### src/verilog/stx_pkg.sv
package stx_pkg;

  // ------------------------------------------------------------
  // mode and link timing
  // ------------------------------------------------------------
  localparam logic TE_LEVEL = 1'b1;
  localparam logic [3:0] D_SLOT_FIRST = 4'h8;
  localparam logic [3:0] D_SLOT_LAST = 4'h9;
  localparam logic [3:0] BIT_CNT_MAX = 4'hf;
  localparam logic [1:0] DBITS_RESET = 2'h0;

  // ------------------------------------------------------------
  // shared pin strap window
  // ------------------------------------------------------------
  localparam int CLK_PERIOD_NS = 20;
  localparam int STRAP_TIME_NS = 200;
  localparam logic [3:0] STRAP_CYC =
    4'((STRAP_TIME_NS + CLK_PERIOD_NS - 1) / CLK_PERIOD_NS);

  // ------------------------------------------------------------
  // s/t line states sent
  // ------------------------------------------------------------
  localparam logic [1:0] INFO0 = 2'h0;
  localparam logic [1:0] INFO1 = 2'h1;
  localparam logic [1:0] INFO3 = 2'h3;

  // ------------------------------------------------------------
  // serial control port framing
  // ------------------------------------------------------------
  localparam int SCP_REGS = 8;
  localparam logic [4:0] SCP_CMD_BITS = 5'h08;
  localparam logic [4:0] SCP_FRAME_BITS = 5'h10;
  localparam int SCP_RD_BIT = 7;
  localparam int SCP_ADDR_HI = 6;
  localparam int SCP_ADDR_LO = 4;
  localparam logic [2:0] SCP_STATUS_IDX = 3'h0;
  localparam logic [7:0] SCP_REG_RESET = 8'h00;
  localparam logic [3:0] SCP_LAST_BIT = 4'hf;

  typedef struct packed {
    logic dcl;
    logic fsc;
    logic dat;
  } stx_link_t;

  typedef enum logic [1:0] {
    ACC_IDLE,
    ACC_SEEK,
    ACC_GRANTED
  } stx_acc_t;

endpackage

### src/verilog/stx_sync.sv
`timescale 1ns/10ps
`default_nettype none
module stx_sync #(
  parameter int W = 1
) (
  input wire logic clk,
  input wire logic reset_n,
  input wire logic [W-1:0] d,
  output logic [W-1:0] q
);

  logic [W-1:0] meta_ff;

  always_ff @(posedge clk or negedge reset_n)
  begin
    if (!reset_n)
    begin
      meta_ff <= '0;
      q <= '0;
    end
    else
    begin
      meta_ff <= d;
      q <= meta_ff;
    end
  end

endmodule // stx_sync
`default_nettype wire

### src/verilog/stx_mode_dchan.sv
`timescale 1ns/10ps
`default_nettype none
module stx_mode_dchan (
  input wire logic clk,
  input wire logic reset_n,
  input wire logic terminal_network_select,
  input wire stx_pkg::stx_link_t link_pins,
  input wire logic dchan_request,
  input wire logic st_access_won,
  input wire logic st_frame_locked,
  input wire logic st_info2_seen,
  input wire logic activation_request,
  input wire logic shared_pin_in,
  output logic shared_pin_out,
  output logic shared_pin_oe_n,
  output logic dchan_grant,
  output logic nt_mode,
  output logic adaptive_timing,
  output logic [1:0] st_dchan_bits,
  output logic st_dchan_valid,
  output logic [1:0] st_tx_info,
  input wire logic scp_clk,
  input wire logic scp_en_n,
  input wire logic scp_din,
  output logic scp_dout
);

  // ------------------------------------------------------------
  // pin synchronisers
  // ------------------------------------------------------------
  logic [12:0] raw_pins;
  logic [12:0] sy_pins;
  stx_pkg::stx_link_t link_s;
  logic tns_s, dreq_s, won_s, lock_s, info2_s, act_s, shin_s;
  logic sclk_s, sen_n_s, sdin_s;

  assign raw_pins = {terminal_network_select, link_pins, dchan_request, st_access_won,
                     st_frame_locked, st_info2_seen, activation_request, shared_pin_in,
                     scp_clk, scp_en_n, scp_din};

  stx_sync #(.W(13)) u_sync (
    .clk(clk),
    .reset_n(reset_n),
    .d(raw_pins),
    .q(sy_pins)
  );

  assign {tns_s, link_s, dreq_s, won_s, lock_s, info2_s, act_s, shin_s,
          sclk_s, sen_n_s, sdin_s} = sy_pins;

  // ------------------------------------------------------------
  // mode select
  // ------------------------------------------------------------
  wire te_mode = (tns_s == stx_pkg::TE_LEVEL);

  // ------------------------------------------------------------
  // time-slot link, slave to inbound clock and sync
  // ------------------------------------------------------------
  logic dcl_d_ff;
  logic [3:0] bit_cnt_ff;
  wire dcl_fall = dcl_d_ff & ~link_s.dcl;
  wire [3:0] nxt_bit_cnt = link_s.fsc ? 4'h0 :
                           (bit_cnt_ff == stx_pkg::BIT_CNT_MAX) ? bit_cnt_ff :
                           bit_cnt_ff + 4'h1;
  wire slot_bit = dcl_fall && (bit_cnt_ff >= stx_pkg::D_SLOT_FIRST)
                  && (bit_cnt_ff <= stx_pkg::D_SLOT_LAST);
  wire slot_first = slot_bit && (bit_cnt_ff == stx_pkg::D_SLOT_FIRST);
  wire slot_last = slot_bit && (bit_cnt_ff == stx_pkg::D_SLOT_LAST);

  always_ff @(posedge clk or negedge reset_n)
  begin
    if (!reset_n)
    begin
      dcl_d_ff <= 1'b0;
      bit_cnt_ff <= stx_pkg::BIT_CNT_MAX;
    end
    else
    begin
      dcl_d_ff <= link_s.dcl;
      if (dcl_fall)
        bit_cnt_ff <= nxt_bit_cnt;
    end
  end

  // ------------------------------------------------------------
  // d-channel access
  // ------------------------------------------------------------
  stx_pkg::stx_acc_t acc_ff, nxt_acc;

  always_comb
  begin
    nxt_acc = acc_ff;
    unique case (acc_ff)
      stx_pkg::ACC_IDLE:
        if (te_mode && dreq_s)
          nxt_acc = stx_pkg::ACC_SEEK;
      stx_pkg::ACC_SEEK:
        if (!te_mode || !dreq_s)
          nxt_acc = stx_pkg::ACC_IDLE;
        else if (won_s)
          nxt_acc = stx_pkg::ACC_GRANTED;
      stx_pkg::ACC_GRANTED:
        if (!te_mode || !dreq_s)
          nxt_acc = stx_pkg::ACC_IDLE;
    endcase
  end

  wire nxt_grant = (nxt_acc == stx_pkg::ACC_GRANTED);

  // a slot counts only when the grant stood at its first bit
  logic cap_ff;
  logic [1:0] dbits_ff;
  wire nxt_cap = slot_first ? dchan_grant : (cap_ff & dchan_grant);
  wire [1:0] nxt_dbits = {dbits_ff[0], link_s.dat};

  always_ff @(posedge clk or negedge reset_n)
  begin
    if (!reset_n)
    begin
      acc_ff <= stx_pkg::ACC_IDLE;
      dchan_grant <= 1'b0;
      cap_ff <= 1'b0;
      dbits_ff <= stx_pkg::DBITS_RESET;
      st_dchan_bits <= stx_pkg::DBITS_RESET;
      st_dchan_valid <= 1'b0;
    end
    else
    begin
      acc_ff <= nxt_acc;
      dchan_grant <= nxt_grant;
      if (slot_bit)
      begin
        cap_ff <= nxt_cap;
        dbits_ff <= nxt_dbits;
      end
      st_dchan_valid <= slot_last & nxt_cap;
      if (slot_last & nxt_cap)
        st_dchan_bits <= nxt_dbits;
    end
  end

  // ------------------------------------------------------------
  // shared pin: strap read, then frame sync indication in network mode only
  // ------------------------------------------------------------
  logic [3:0] strap_cnt_ff;
  logic strap_done_ff;
  wire strap_take = !strap_done_ff && (strap_cnt_ff == stx_pkg::STRAP_CYC);

  always_ff @(posedge clk or negedge reset_n)
  begin
    if (!reset_n)
    begin
      strap_cnt_ff <= 4'h0;
      strap_done_ff <= 1'b0;
      adaptive_timing <= 1'b0;
      shared_pin_out <= 1'b0;
      shared_pin_oe_n <= 1'b1;
      nt_mode <= 1'b0;
    end
    else
    begin
      nt_mode <= !te_mode;
      if (!strap_done_ff)
        strap_cnt_ff <= strap_cnt_ff + 4'h1;
      if (strap_take)
      begin
        strap_done_ff <= 1'b1;
        adaptive_timing <= shin_s;
      end
      shared_pin_oe_n <= !(strap_done_ff && !te_mode);
      shared_pin_out <= lock_s && !te_mode;
    end
  end

  // ------------------------------------------------------------
  // activation line state
  // ------------------------------------------------------------
  wire [1:0] nxt_info = (te_mode || !act_s) ? stx_pkg::INFO0 :
                        (info2_s || st_tx_info == stx_pkg::INFO3) ? stx_pkg::INFO3 :
                        stx_pkg::INFO1;

  always_ff @(posedge clk or negedge reset_n)
  begin
    if (!reset_n)
      st_tx_info <= stx_pkg::INFO0;
    else
      st_tx_info <= nxt_info;
  end

  // ------------------------------------------------------------
  // serial control port
  // ------------------------------------------------------------
  logic [7:0] regs_ff [stx_pkg::SCP_REGS];
  logic sclk_d_ff;
  logic [4:0] scnt_ff;
  logic [7:0] cmd_ff;
  logic [6:0] wsh_ff;
  wire sclk_rise = sclk_s & ~sclk_d_ff;
  wire sclk_fall = ~sclk_s & sclk_d_ff;
  wire [2:0] s_addr = cmd_ff[stx_pkg::SCP_ADDR_HI:stx_pkg::SCP_ADDR_LO];
  wire s_read = cmd_ff[stx_pkg::SCP_RD_BIT];
  wire [7:0] status_word = {3'h0, te_mode, adaptive_timing, shared_pin_out,
                            dchan_grant, strap_done_ff};
  wire [7:0] rd_word = (s_addr == stx_pkg::SCP_STATUS_IDX) ? status_word : regs_ff[s_addr];
  wire in_data = (scnt_ff >= stx_pkg::SCP_CMD_BITS) && (scnt_ff < stx_pkg::SCP_FRAME_BITS);
  wire [3:0] rd_pos = stx_pkg::SCP_LAST_BIT - scnt_ff[3:0];
  wire s_commit = sclk_rise && !sen_n_s && !s_read
                  && (scnt_ff == stx_pkg::SCP_FRAME_BITS - 5'h01)
                  && (s_addr != stx_pkg::SCP_STATUS_IDX);

  always_ff @(posedge clk or negedge reset_n)
  begin
    if (!reset_n)
    begin
      sclk_d_ff <= 1'b0;
      scnt_ff <= 5'h00;
      cmd_ff <= 8'h00;
      wsh_ff <= 7'h00;
      scp_dout <= 1'b0;
      for (int i = 0; i < stx_pkg::SCP_REGS; i++)
        regs_ff[i] <= stx_pkg::SCP_REG_RESET;
    end
    else
    begin
      sclk_d_ff <= sclk_s;
      if (sen_n_s)
        scnt_ff <= 5'h00;
      else if (sclk_rise && scnt_ff < stx_pkg::SCP_FRAME_BITS)
      begin
        scnt_ff <= scnt_ff + 5'h01;
        if (scnt_ff < stx_pkg::SCP_CMD_BITS)
          cmd_ff <= {cmd_ff[6:0], sdin_s};
        else
          wsh_ff <= {wsh_ff[5:0], sdin_s};
      end
      if (s_commit)
        regs_ff[s_addr] <= {wsh_ff, sdin_s};
      if (sclk_fall && !sen_n_s && in_data && s_read)
        scp_dout <= rd_word[rd_pos[2:0]];
      else if (sen_n_s)
        scp_dout <= 1'b0;
    end
  end

endmodule // stx_mode_dchan
`default_nettype wire

### config.mk
export PLATFORM = sky130hd
export DESIGN_NAME = stx_mode_dchan
export DESIGN_NICKNAME = d
export VERILOG_FILES = /design/src/verilog/stx_pkg.sv /design/src/verilog/stx_sync.sv /design/src/verilog/stx_mode_dchan.sv
export SDC_FILE = /design/constraint.sdc
export NUM_CORES = 1
export LEC_CHECK = 0
export BUFFER_PORTS_ARGS = -buffer_cell sky130_fd_sc_hd__buf_4
export CORE_ASPECT_RATIO = 1.5
export CORE_MARGIN = 2
export CORE_UTILIZATION = 40
export CTS_CLUSTER_DIAMETER = 100
export DETAILED_ROUTE_END_ITERATION = 10
export GPL_TIMING_DRIVEN = 0
export PLACE_DENSITY_LB_ADDON = 0.2
export SLEW_MARGIN = 30
export SYNTH_ARGS = -nofsm -noshare
export SYNTH_HDL_FRONTEND = slang
export SYNTH_SLANG_ARGS = --single-unit
export TNS_END_PERCENT = 50
### constraint.sdc
create_clock -name clk -period 1.79 [get_ports clk]
set_clock_uncertainty 0.15 [all_clocks]
set_input_delay 0.179 -clock clk [delete_from_list [all_inputs] [get_ports clk]]
set_output_delay 0.179 -clock clk [all_outputs]
set_load 0.01 [all_outputs]
==> metrics.md, run 1 <==
| Metric | Value |
|---|---|
| Inst Count DP | `575` |
| Max-slew headroom | `0.6756` |
| Net Count, Synth | `about 400` |
| Hold crit path type | `in2async` |
| CORE AREA | `around 14000 sq um` |
| Setup WS post-layout | `-0.1284 ns` |
| Crit path DAT | `~2.1 ns` |
| Synth Instances | `between 300 and 400` |
| Final number of max-transition violations | `0` |
| Drt pass-1 iters | `4` |
| Vias in the first global route | `around 3500` |
| Worst path cell trace | `ha_4 > and3_4 > ha_4 > and3_4 > nand2_8 > mux2_4` |
| Gr usage total | `0.1694` |
| Final non-filler cell total | `between 600 and 700` |
| Worst-path clk slew | `~0.060 ns` |
| Post-route total power | `between 0.008 and 0.009 W` |
| 1st-iter DRT viols | `around 130` |
| Clock period minus worst slack | `around 1.9 ns` |
| Via count | `approximately 3300` |
| DRT antenna net count | `0` |
| YS warnings | `0` |
| Final hold viol count | `0` |
| CTS tree | `done` |
| Crit end category | `flop` |
| Cell family with most CP delay | `simple AND/OR/NAND/NOR gates` |
| Leakage power | `3.309 nW` |
| Clk sinks | `128` |
| Cell with the most instances after synthesis | `dfrtp_1` |
| Largest net degree at the start of global routing | `66` |
| Die Wd | `101.0 um` |
| CP bufs+invs | `0` |
| Fin Hold WS | `0.1384 ns` |
| Status | `finished with violations` |
| Seq/Total Area, Yosys | `0.5681` |
| Number of synthesized flops with an enable pin | `0` |
| CTS buffer count | `17` |
| Io pins | `26` |
| Largest stage delay on the critical path | `0.43 ns` |
| Synth area leader | `dfrtp_1` |
| Register area | `about 3200 sq um` |
| Synth top area share | `0.5449` |
| First-pass GRT wire length | `18.95 mm` |
| Routability congestion estimate from global placement | `roughly 0.85` |
| HPWL after DPL | `7.532 mm` |
| Fmax | `521.3 MHz` |
| Clock Tree Root | `clkbuf_16` |
| Synth cell count leaders | `dfrtp_1, mux2_2, mux2_4` |
| Slew of the pin with the lowest slew margin | `a little under 0.5 ns` |
| Final worst-path cycle share | `1.072` |
| Die Ht | `about 150 um` |
| Worst-path maximum fanout | `8` |
| DRT Wirelength | `approximately 11 mm` |
| Fin util | `0.5006` |
| Filler cells | `approximately 1200` |
| DRC errors left | `0` |
| Final setup TNS | `-5.387 ns` |
| Wire per inst | `between 15 and 20 um` |
| Worst EP required | `slightly below 2 ns` |
| GRT overflow | `0` |
| Crit path max-delay cell type | `dfrtp_2` |
| Bufs on Longest Clock Path | `2` |
| Netlist cell types | `58` |
| Ys flop type | `dfrtp_1` |
| Critical path class | `reg2reg` |
| Max Cap Viol | `0` |
| FFs w/ async S/R, synth | `1.000` |
| Area of the multi-input gates | `around 2400 sq um` |
| Avg Synthesized Cell Area | `between 10 and 15 sq um` |
| Pwr/cell area | `between 1000 and 1500 nW/um^2` |
| Final setup violation count | `57` |
| Initial antenna violation count | `0` |
| Failing checks | `setup timing` |
| Synthesis-to-layout area growth | `23.41%` |
| Initial core utilization | `0.4057` |
| Num rows | `53` |
| Ranking of synthesized cells by area | `dfrtp_1, mux2_2, mux2_4, dfstp_2, mux2i_1` |
| CP Depth | `6` |
| H-tree depth | `4` |
| Peak supply drop | `between 400 and 500 uV` |
| Share of cells above drive strength 1 | `0.4320` |
| RSZ-0062 raised after global routing | `yes` |
| Die area | `15110 sq um` |
| Antenna diodes | `0` |
| Cell area after synthesis | `between 5000 and 6000 sq um` |
| Final net count | `around 480` |
| Clk_lat worst skew | `0.41 ns` |
| R2R depth | `6` |
| Yosys reg bits | `about 130` |
| CP startpoint kind | `flop` |
| Vias per Instance | `roughly 5.2` |
| Port bufs | `25` |
per-stage QoR:
| stage | cell area, sq um | setup slack [ns] |
|---|---|---|
| 2_1_floorplan | 5669 | -0.1198 |
| 3_5_place_dp | 6098 | -0.3060 |
| 4_1_cts | 6954 | -0.1302 |
| 3_3_place_gp | 6063 | -0.3062 |
| 6_report | 6972 | -0.1284 |
| 5_1_grt | 6972 | -0.1853 |
timing repair:
action | CTS | global route
pin swaps | 8 | 5
gates resized for setup | 20 | 6
buffers inserted | 6 | 2
hold endpoints to repair | 77 | 0
gates cloned | 1 | 0
setup endpoints to repair | 73 | 74
hold buffers | 14 | 0
worst reg2reg max path: stages, from the launching register on:
cell     delay, ns
dfrtp_2       0.43
ha_4          0.17
and3_4        0.18
ha_4          0.15
and3_4        0.24
nand2_8       0.17
mux2_4        0.32
cells by family (layout without fill, tap and decap cells):
family | count (synthesis) | after routing | share of synthesized area
and+or+nand+nor | 67 | 67 | 0.08550
xor gates and xnor gates | 6 | 6 | 0.009302
AOI/OAI and AO/OA | 49 | 49 | 0.06047
buffers and inverters | 25 | 104 | 0.03012
muxes | 99 | 99 | 0.2244
DFF | 128 | 128 | 0.5681
adders and majority gates | 10 | 10 | 0.02215
layout by cell type, fill, tap and decap left out, types with 4 or more instances in the layout:
cell type / instances
nor2_1: 13
xnor2_1: 4
nand2_1: 13
dfrtp_1: 120
dfstp_2: 5
nor2_4: 4
ha_1: 8
o21ai_0: 6
mux2i_1: 13
dlygate4sd3_1: 14
buf_4: 34
mux4_2: 4
a21oi_1: 12
nand2_8: 4
inv_1: 13
mux2_4: 33
clkbuf_16: 17
nor2b_1: 7
mux2_2: 49
registers in the layout, indices dropped and copies added, names as in the netlist, 4 cells and up:
name / flops
scnt_ff: 5
cmd_ff: 8
u_sync.meta_ff: 13
u_sync.q: 13
strap_cnt_ff: 4
bit_cnt_ff: 4
wsh_ff: 7
regs_ff: 56
cell type report:
class	count	area share
plain buffers	10	0.01543
clock buffers	23	0.06856
clock inverters	9	0.01579
inverters	13	0.006999
multi-input cells	231	0.3376
flip-flops and latches	128	0.4609
well taps	165	0.02961
repair buffers	49	0.06515
per-layer routing:
| layer | global-route usage | vias up | wire length, um |
|---|---|---|---|
| li1 | - | 1501 | - |
| met1 | 0.1968 | 1704 | 4735 |
| met2 | 0.2980 | 48 | 6225 |
| met3 | 0.03690 | 19 | 293 |
| met4 | 0.07230 | 0 | 240 |
| met5 | 0 | - | 0 |
final timing paths:
check / from / to / slack (ns)
setup reg to reg: scnt_ff[0] / regs_ff[22] / -0.13
setup / recovery: scnt_ff[0] / regs_ff[22] / -0.13
hold reg to reg: u_sync.meta_ff[3] / u_sync.q[3] / 0.20
hold / removal: reset_n / u_sync.q[9] / 0.14
min in group clk: u_sync.meta_ff[3] / u_sync.q[3] / 0.20
max in group asynchronous: reset_n / regs_ff[20] / 0.65
report_power, final:
| group | total [W] | internal (W) | leakage, nW | switching [W] |
|---|---|---|---|---|
| clock | 0.00341 | 0.00216 | 0.279 | 0.00125 |
| combinational | 0.00149 | 0.000697 | 1.37 | 0.000790 |
| sequential | 0.00317 | 0.00305 | 1.66 | 0.000119 |
| total | 0.00806 | 0.00590 | 3.31 | 0.00216 |
(Power assumes the default switching activity.)
==> run 2, diff against run 1 <==
Settings changed: RECOVER_POWER set to 25.
==> metrics.md, run 2 (synthesis gave the netlist of run 1 again) <==
| Metric | Value |
|---|---|
| CP startpoint kind | `flop` |
| CTS buffer count | `17` |
| R2R Setup Slk | `-0.13 ns` |
| Int Pwr | `0.005901 W` |
| Crit path max-delay cell type | `dfrtp_2` |
| Leakage power | `between 3 and 4 nW` |
| Commonest non-fill, non-tap cell in the layout | `dfrtp_1` |
| Clk_lat worst skew | `roughly 0.41 ns` |
| Antenna diodes | `0` |
| HPWL after DPL | `between 7 and 8 mm` |
| Worst path cell trace | `ha_4 > and3_4 > ha_4 > and3_4 > nand2_8 > mux2_4` |
| Max Cap Viol | `0` |
| Commonest cells after routing, fill and taps aside | `dfrtp_1, mux2_2, mux2_4` |
| Crit path DAT | `2.07 ns` |
| Setup WS post-layout | `-0.1291 ns` |
| Fin Hold WS | `approximately 0.20 ns` |
| Final number of max-transition violations | `0` |
| Final worst-path cycle share | `1.072` |
| First-pass GRT wire length | `around 19 mm` |
| Clock Tree Root | `clkbuf_16` |
| Largest stage delay on the critical path | `0.43 ns` |
| Pwr/cell area | `1157 nW/um^2` |
| Max-slew headroom | `0.4012` |
| Die area | `around 15000 sq um` |
| Num rows | `53` |
| Worst-path clk slew | `around 0.060 ns` |
| H-tree depth | `4` |
| Initial core utilization | `0.4057` |
| DRT antenna net count | `0` |
| Fmax | `around 520 MHz` |
| End of the worst register-to-register path | `regs_ff[22]` |
| Port bufs | `25` |
| Critical path class | `reg2reg` |
| Largest register by flop count | `regs_ff` |
| Clk sinks | `128` |
| Clock period minus worst slack | `1.919 ns` |
| Final setup violation count | `57` |
| 1st-iter DRT viols | `around 120` |
| Status | `finished with violations` |
| Share of cells above drive strength 1 | `0.4320` |
| Wire per inst | `about 18 um` |
| Io pins | `26` |
| Final net count | `about 480` |
| Final non-filler cell total | `about 630` |
| Hold depth | `0` |
| Max reg flops | `56` |
| Via count | `roughly 3300` |
| Area of the multi-input gates | `roughly 2400 sq um` |
| Switching part of the total | `0.2676` |
| GRT overflow | `0` |
| Vias in the first global route | `3541` |
| CORE AREA | `between 10000 and 15000 sq um` |
| Hold crit path type | `reg2reg` |
| Vias per Instance | `5.213` |
| Net Switching | `between 0.002 and 0.0025 W` |
| CTS tree | `done` |
| Worst EP required | `~1.9 ns` |
| DRT Wirelength | `11.51 mm` |
| DRC errors left | `0` |
| Share of power burned in registers | `0.393` |
| HP Start | `u_sync.meta_ff[3]` |
| Die Ht | `about 150 um` |
| Peak supply drop | `between 400 and 500 uV` |
| Slew of the pin with the lowest slew margin | `between 0.8 and 0.9 ns` |
| Inst Count DP | `around 580` |
| R2R depth | `6` |
| Largest net degree at the start of global routing | `66` |
| Filler cells | `between 1000 and 1500` |
| RSZ-0062 raised after global routing | `yes` |
| Worst-path maximum fanout | `8` |
| Largest regs | `regs_ff: 56 flops, u_sync.meta_ff: 13 flops, u_sync.q: 13 flops` |
| Die Wd | `approximately 100 um` |
| Worst R2R Start | `scnt_ff[0]` |
| Register area | `3213 sq um` |
| Drt pass-1 iters | `4` |
| Initial antenna violation count | `0` |
| Share of power burned in the clock network | `0.423` |
| Final hold viol count | `0` |
| Hold Path End | `u_sync.q[3]` |
| Logic pwr share | `0.184` |
| Routability congestion estimate from global placement | `approximately 0.85` |
| Crit end category | `flop` |
| Failing checks | `setup timing` |
| Bufs on Longest Clock Path | `2` |
| Synthesis-to-layout area growth | `23.28%` |
| Gr usage total | `0.1694` |
## run 2: cell types whose count changed in the layout (fill, tap and decap cells not counted)
cell / previous run / this run
buf_4: 34 / 21
buf_8: 3 / 2
clkbuf_4: 1 / 15
## run 2: worst max-delay path: cells and delay by family, from the launching register on
family                     cells  cell delay (ns)
adders and majority gates      2             0.32
DFF                            1             0.43
muxes                          1             0.31
and+or+nand+nor                3             0.59
## run 2: power by group through the flow
stage / Sequential, W / Combinational [W] / Clock (W)
after global routing: 0.00318 / 0.00159 / 0.00363
after floorplan: 0.00318 / 0.000918 / 0
final: 0.00317 / 0.00148 / 0.00341
after CTS: 0.00317 / 0.00150 / 0.00349
after global placement: 0.00321 / 0.00125 / 0
after detailed placement: 0.00321 / 0.00127 / 0
## run 2: cell type report
type | count | share of cell area
Inverter | 13 | 0.007007
Buffer | 10 | 0.01545
Timing Repair Buffer | 49 | 0.06414
Clock inverter | 9 | 0.01581
Sequential cell | 128 | 0.4614
Clock buffer | 23 | 0.06863
Multi-Input combinational cell | 231 | 0.3379
Tap cell | 165 | 0.02964
## run 2: stage by stage
stage | total power (W) | setup slack [ns] | cell area, sq um | TNS, ns | utilization
2_1_floorplan | 0.004098 | -0.1198 | 5669 | -4.678 | -
6_report | 0.008057 | -0.1291 | 6964 | -5.433 | 0.5001
3_3_place_gp | 0.004457 | -0.3062 | 6063 | -20.10 | 0.4354
4_1_cts | 0.008154 | -0.1302 | 6954 | -5.886 | 0.4994
5_1_grt | 0.008407 | -0.1853 | 6964 | -7.066 | 0.5001
3_5_place_dp | 0.004481 | -0.3060 | 6098 | -18.64 | 0.4379
## run 2: timing repair
item / CTS / global route
pin swaps: 8 / 5
gates cloned: 1 / 0
resized for setup: 20 / 6
endpoints found under the hold margin: 77 / 0
setup buffers: 6 / 2
setup endpoints to repair: 73 / 74
hold buffers: 14 / 0
## run 2: worst max path at each step
stage	start	end	slack, ns	cells after the start
2_1_floorplan	scnt_ff[0]	regs_ff[16]	-0.12	7
3_3_place_gp	scnt_ff[0]	regs_ff[7]	-0.31	7
3_5_place_dp	scnt_ff[0]	regs_ff[22]	-0.31	7
4_1_cts	cmd_ff[4]	scp_dout	-0.13	7
5_1_grt	cmd_ff[4]	scp_dout	-0.19	7
6_report	scnt_ff[0]	regs_ff[22]	-0.13	6
## run 2: per-layer routing
metal / vias to the layer above / GRT usage / wire length [um]
met5: - / 0 / 0
met4: 0 / 0.07230 / 250
met3: 21 / 0.03690 / 255
met2: 41 / 0.2980 / 6256
met1: 1709 / 0.1968 / 4742
li1: 1503 / - / -
==> run 3, diff against run 2 <==
Settings changed: ABC_AREA set to 1.
==> metrics.md, run 3 <==
| Metric | Value |
|---|---|
| Post-synthesis xor/xnor area fraction | `0.009543` |
| Largest net degree at the start of global routing | `76` |
| Synth area leader | `dfrtp_1` |
| Final net count | `~700` |
| Hold crit path type | `reg2reg` |
| Net Count, Synth | `614` |
| Ranking of synthesized cells by area | `dfrtp_1, nand2_1, inv_1, o21ai_1, nand3_1` |
| Final hold viol count | `0` |
| Crit end category | `flop` |
| H-tree depth | `4` |
| Cell with the most instances after synthesis | `nand2_1` |
| Port bufs | `25` |
| Ys flop type | `dfrtp_1` |
| Crit path max-delay cell type | `dfrtp_1` |
| Worst-path clk slew | `about 0.050 ns` |
| Gr usage total | `0.1886` |
| Pwr/cell area | `a little over 1000 nW/um^2` |
| Synth Instances | `589` |
| Vias per Instance | `5.071` |
| Commonest cells after routing, fill and taps aside | `dfrtp_1, nand2_1, inv_1` |
| Seq/Total Area, Yosys | `0.5828` |
| Register area | `3211 sq um` |
| Number of synthesized flops with an enable pin | `0` |
| DRT Wirelength | `between 10 and 15 mm` |
| Share of cells above drive strength 1 | `0.2851` |
| Clk_lat worst skew | `a little over 0.4 ns` |
| Wire per inst | `15.56 um` |
| Via count | `4290` |
| Largest regs | `regs_ff: 56 flops, u_sync.meta_ff: 13 flops, u_sync.q: 13 flops` |
| Compound-Gate Fraction of Synth Area | `0.1079` |
| 1st-iter DRT viols | `between 150 and 200` |
| CP startpoint kind | `flop` |
| Simple logic cell fraction of the synthesized area | `0.1993` |
| Slew of the pin with the lowest slew margin | `~1.0 ns` |
| Setup WS post-layout | `-0.1929 ns` |
| Die area | `around 15000 sq um` |
| DRC errors left | `0` |
| Clock period minus worst slack | `1.983 ns` |
| Die Ht | `~150 um` |
| Worst path cell trace | `ha_2 > nand2_2 > nor2_2 > ha_2 > nand4_4 > nor2_4 > nand2_4 > buf_8 > nand2_2 > o21ai_2` |
| Status | `finished with violations` |
| Vias in the first global route | `4335` |
| Mux share of post-synthesis cell area | `0.008180` |
| Fmax | `504.3 MHz` |
| Bufs on Longest Clock Path | `2` |
| Initial antenna violation count | `0` |
| Fin Hold WS | `around 0.20 ns` |
| Final worst-path cycle share | `1.108` |
| First-pass GRT wire length | `roughly 21 mm` |
| Num rows | `52` |
| Peak supply drop | `between 600 and 700 uV` |
| Largest family of logic cells by synthesized area | `simple AND/OR/NAND/NOR gates` |
| Final number of max-transition violations | `0` |
| HPWL after DPL | `8.669 mm` |
| GRT overflow | `0` |
| Io pins | `26` |
| RSZ-0062 raised after global routing | `yes` |
| Synth top area share | `0.5590` |
| Final setup violation count | `57` |
| Crit path DAT | `2.12 ns` |
| Area of the multi-input gates | `~2200 sq um` |
| Netlist cell types | `35` |
| Critical path class | `reg2reg` |
| Largest register by flop count | `regs_ff` |
| CTS buffer count | `17` |
| Antenna diodes | `0` |
| Clock Tree Root | `clkbuf_16` |
| Commonest non-fill, non-tap cell in the layout | `dfrtp_1` |
| YS warnings | `0` |
| Final setup TNS | `-7.966 ns` |
| Failing checks | `setup timing` |
| Synth cell count leaders | `nand2_1, dfrtp_1, inv_1` |
| Max-slew headroom | `0.3040` |
| Worst-path maximum fanout | `5` |
| Area post-placement | `5932 sq um` |
| Leakage power | `approximately 3.4 nW` |
| Filler cells | `around 1200` |
| Fin area | `7172 sq um` |
| Synth Area in Adders | `0.02272` |
| FFs w/ async S/R, synth | `1.000` |
| CP bufs+invs | `1` |
| Pre-CTS WS | `-0.3796 ns` |
| Cell area after synthesis | `5507 sq um` |
| Die Wd | `between 90 and 100 um` |
| Worst EP required | `about 1.9 ns` |
| Drt pass-1 iters | `5` |
| CORE AREA | `approximately 13000 sq um` |
| Largest stage delay on the critical path | `roughly 0.36 ns` |
| CTS tree | `done` |
| Routability congestion estimate from global placement | `about 0.87` |
| Yosys reg bits | `about 130` |
| Avg Synthesized Cell Area | `9.349 sq um` |
| DRT antenna net count | `0` |
| Synthesis-to-layout area growth | `30.24%` |
| Max reg flops | `56` |
| Cell family with most CP delay | `simple AND/OR/NAND/NOR gates` |
| Initial core utilization | `0.4089` |
| Fin util | `0.5325` |
| Clk sinks | `roughly 130` |
| Max Cap Viol | `0` |
run 3: path summary, 6_finish.rpt:
check	slack, ns	endpoint	startpoint	depth (start not counted)
min reg2reg	0.20	u_sync.q[1]	u_sync.meta_ff[1]	0
max reg2reg	-0.19	regs_ff[5]	scnt_ff[1]	10
min in group asynchronous	0.35	strap_cnt_ff[1]	reset_n	2
max	-0.19	regs_ff[5]	scnt_ff[1]	10
min	0.20	u_sync.q[1]	u_sync.meta_ff[1]	0
max in group asynchronous	0.32	shared_pin_oe_n	reset_n	3
run 3: cell type report:
class | count | area share
buffer | 19 | 0.02442
tap | 162 | 0.02826
inverter | 69 | 0.03611
timing repair buffer | 64 | 0.08636
clock buffer | 23 | 0.06385
clock inverter | 8 | 0.01169
sequential | 128 | 0.4477
multi-input combinational | 373 | 0.3016
run 3: logic make-up (layout without fill, tap and decap cells):
| logic type | after synthesis | after routing |
|---|---|---|
| AND/OR/NAND/NOR | 249 | 249 |
| XOR/XNOR | 6 | 6 |
| buffers and inverters | 88 | 183 |
| AO/OA/AOI/OAI | 104 | 104 |
| flip-flops | 128 | 128 |
| multiplexers | 4 | 4 |
| adder cells (fa/ha/maj) | 10 | 10 |
run 3: metrics by stage:
step,cells,total power [W]
final,846,0.007319
after CTS,840,0.007380
after global routing,846,0.007643
after floorplan,589,0.003761
after detailed placement,777,0.004100
after global placement,776,0.004058
run 3: report_power, final:
part	internal [W]	switching [W]
logic	0.000356	0.000662
registers	0.00303	0.0000963
clock network	0.00194	0.00123
total	0.00533	0.00199
run 3: timing repair:
action                                 4_1_cts  5_1_grt
pin swaps                                    3        6
endpoints found under the hold margin       87        0
resized for setup                           53       57
gates cloned                                 4        2
buffers inserted                            14        4
hold buffers                                14        0
setup endpoints to repair                   61       65
run 3: layer usage:
layer | up-vias | share of wire | GRT usage
met1 | 2125 | 0.39 | 0.2162
li1 | 2057 | - | -
met3 | 31 | 0.027 | 0.04303
met2 | 77 | 0.54 | 0.3270
met4 | 0 | 0.042 | 0.09521
met5 | - | 0 | 0
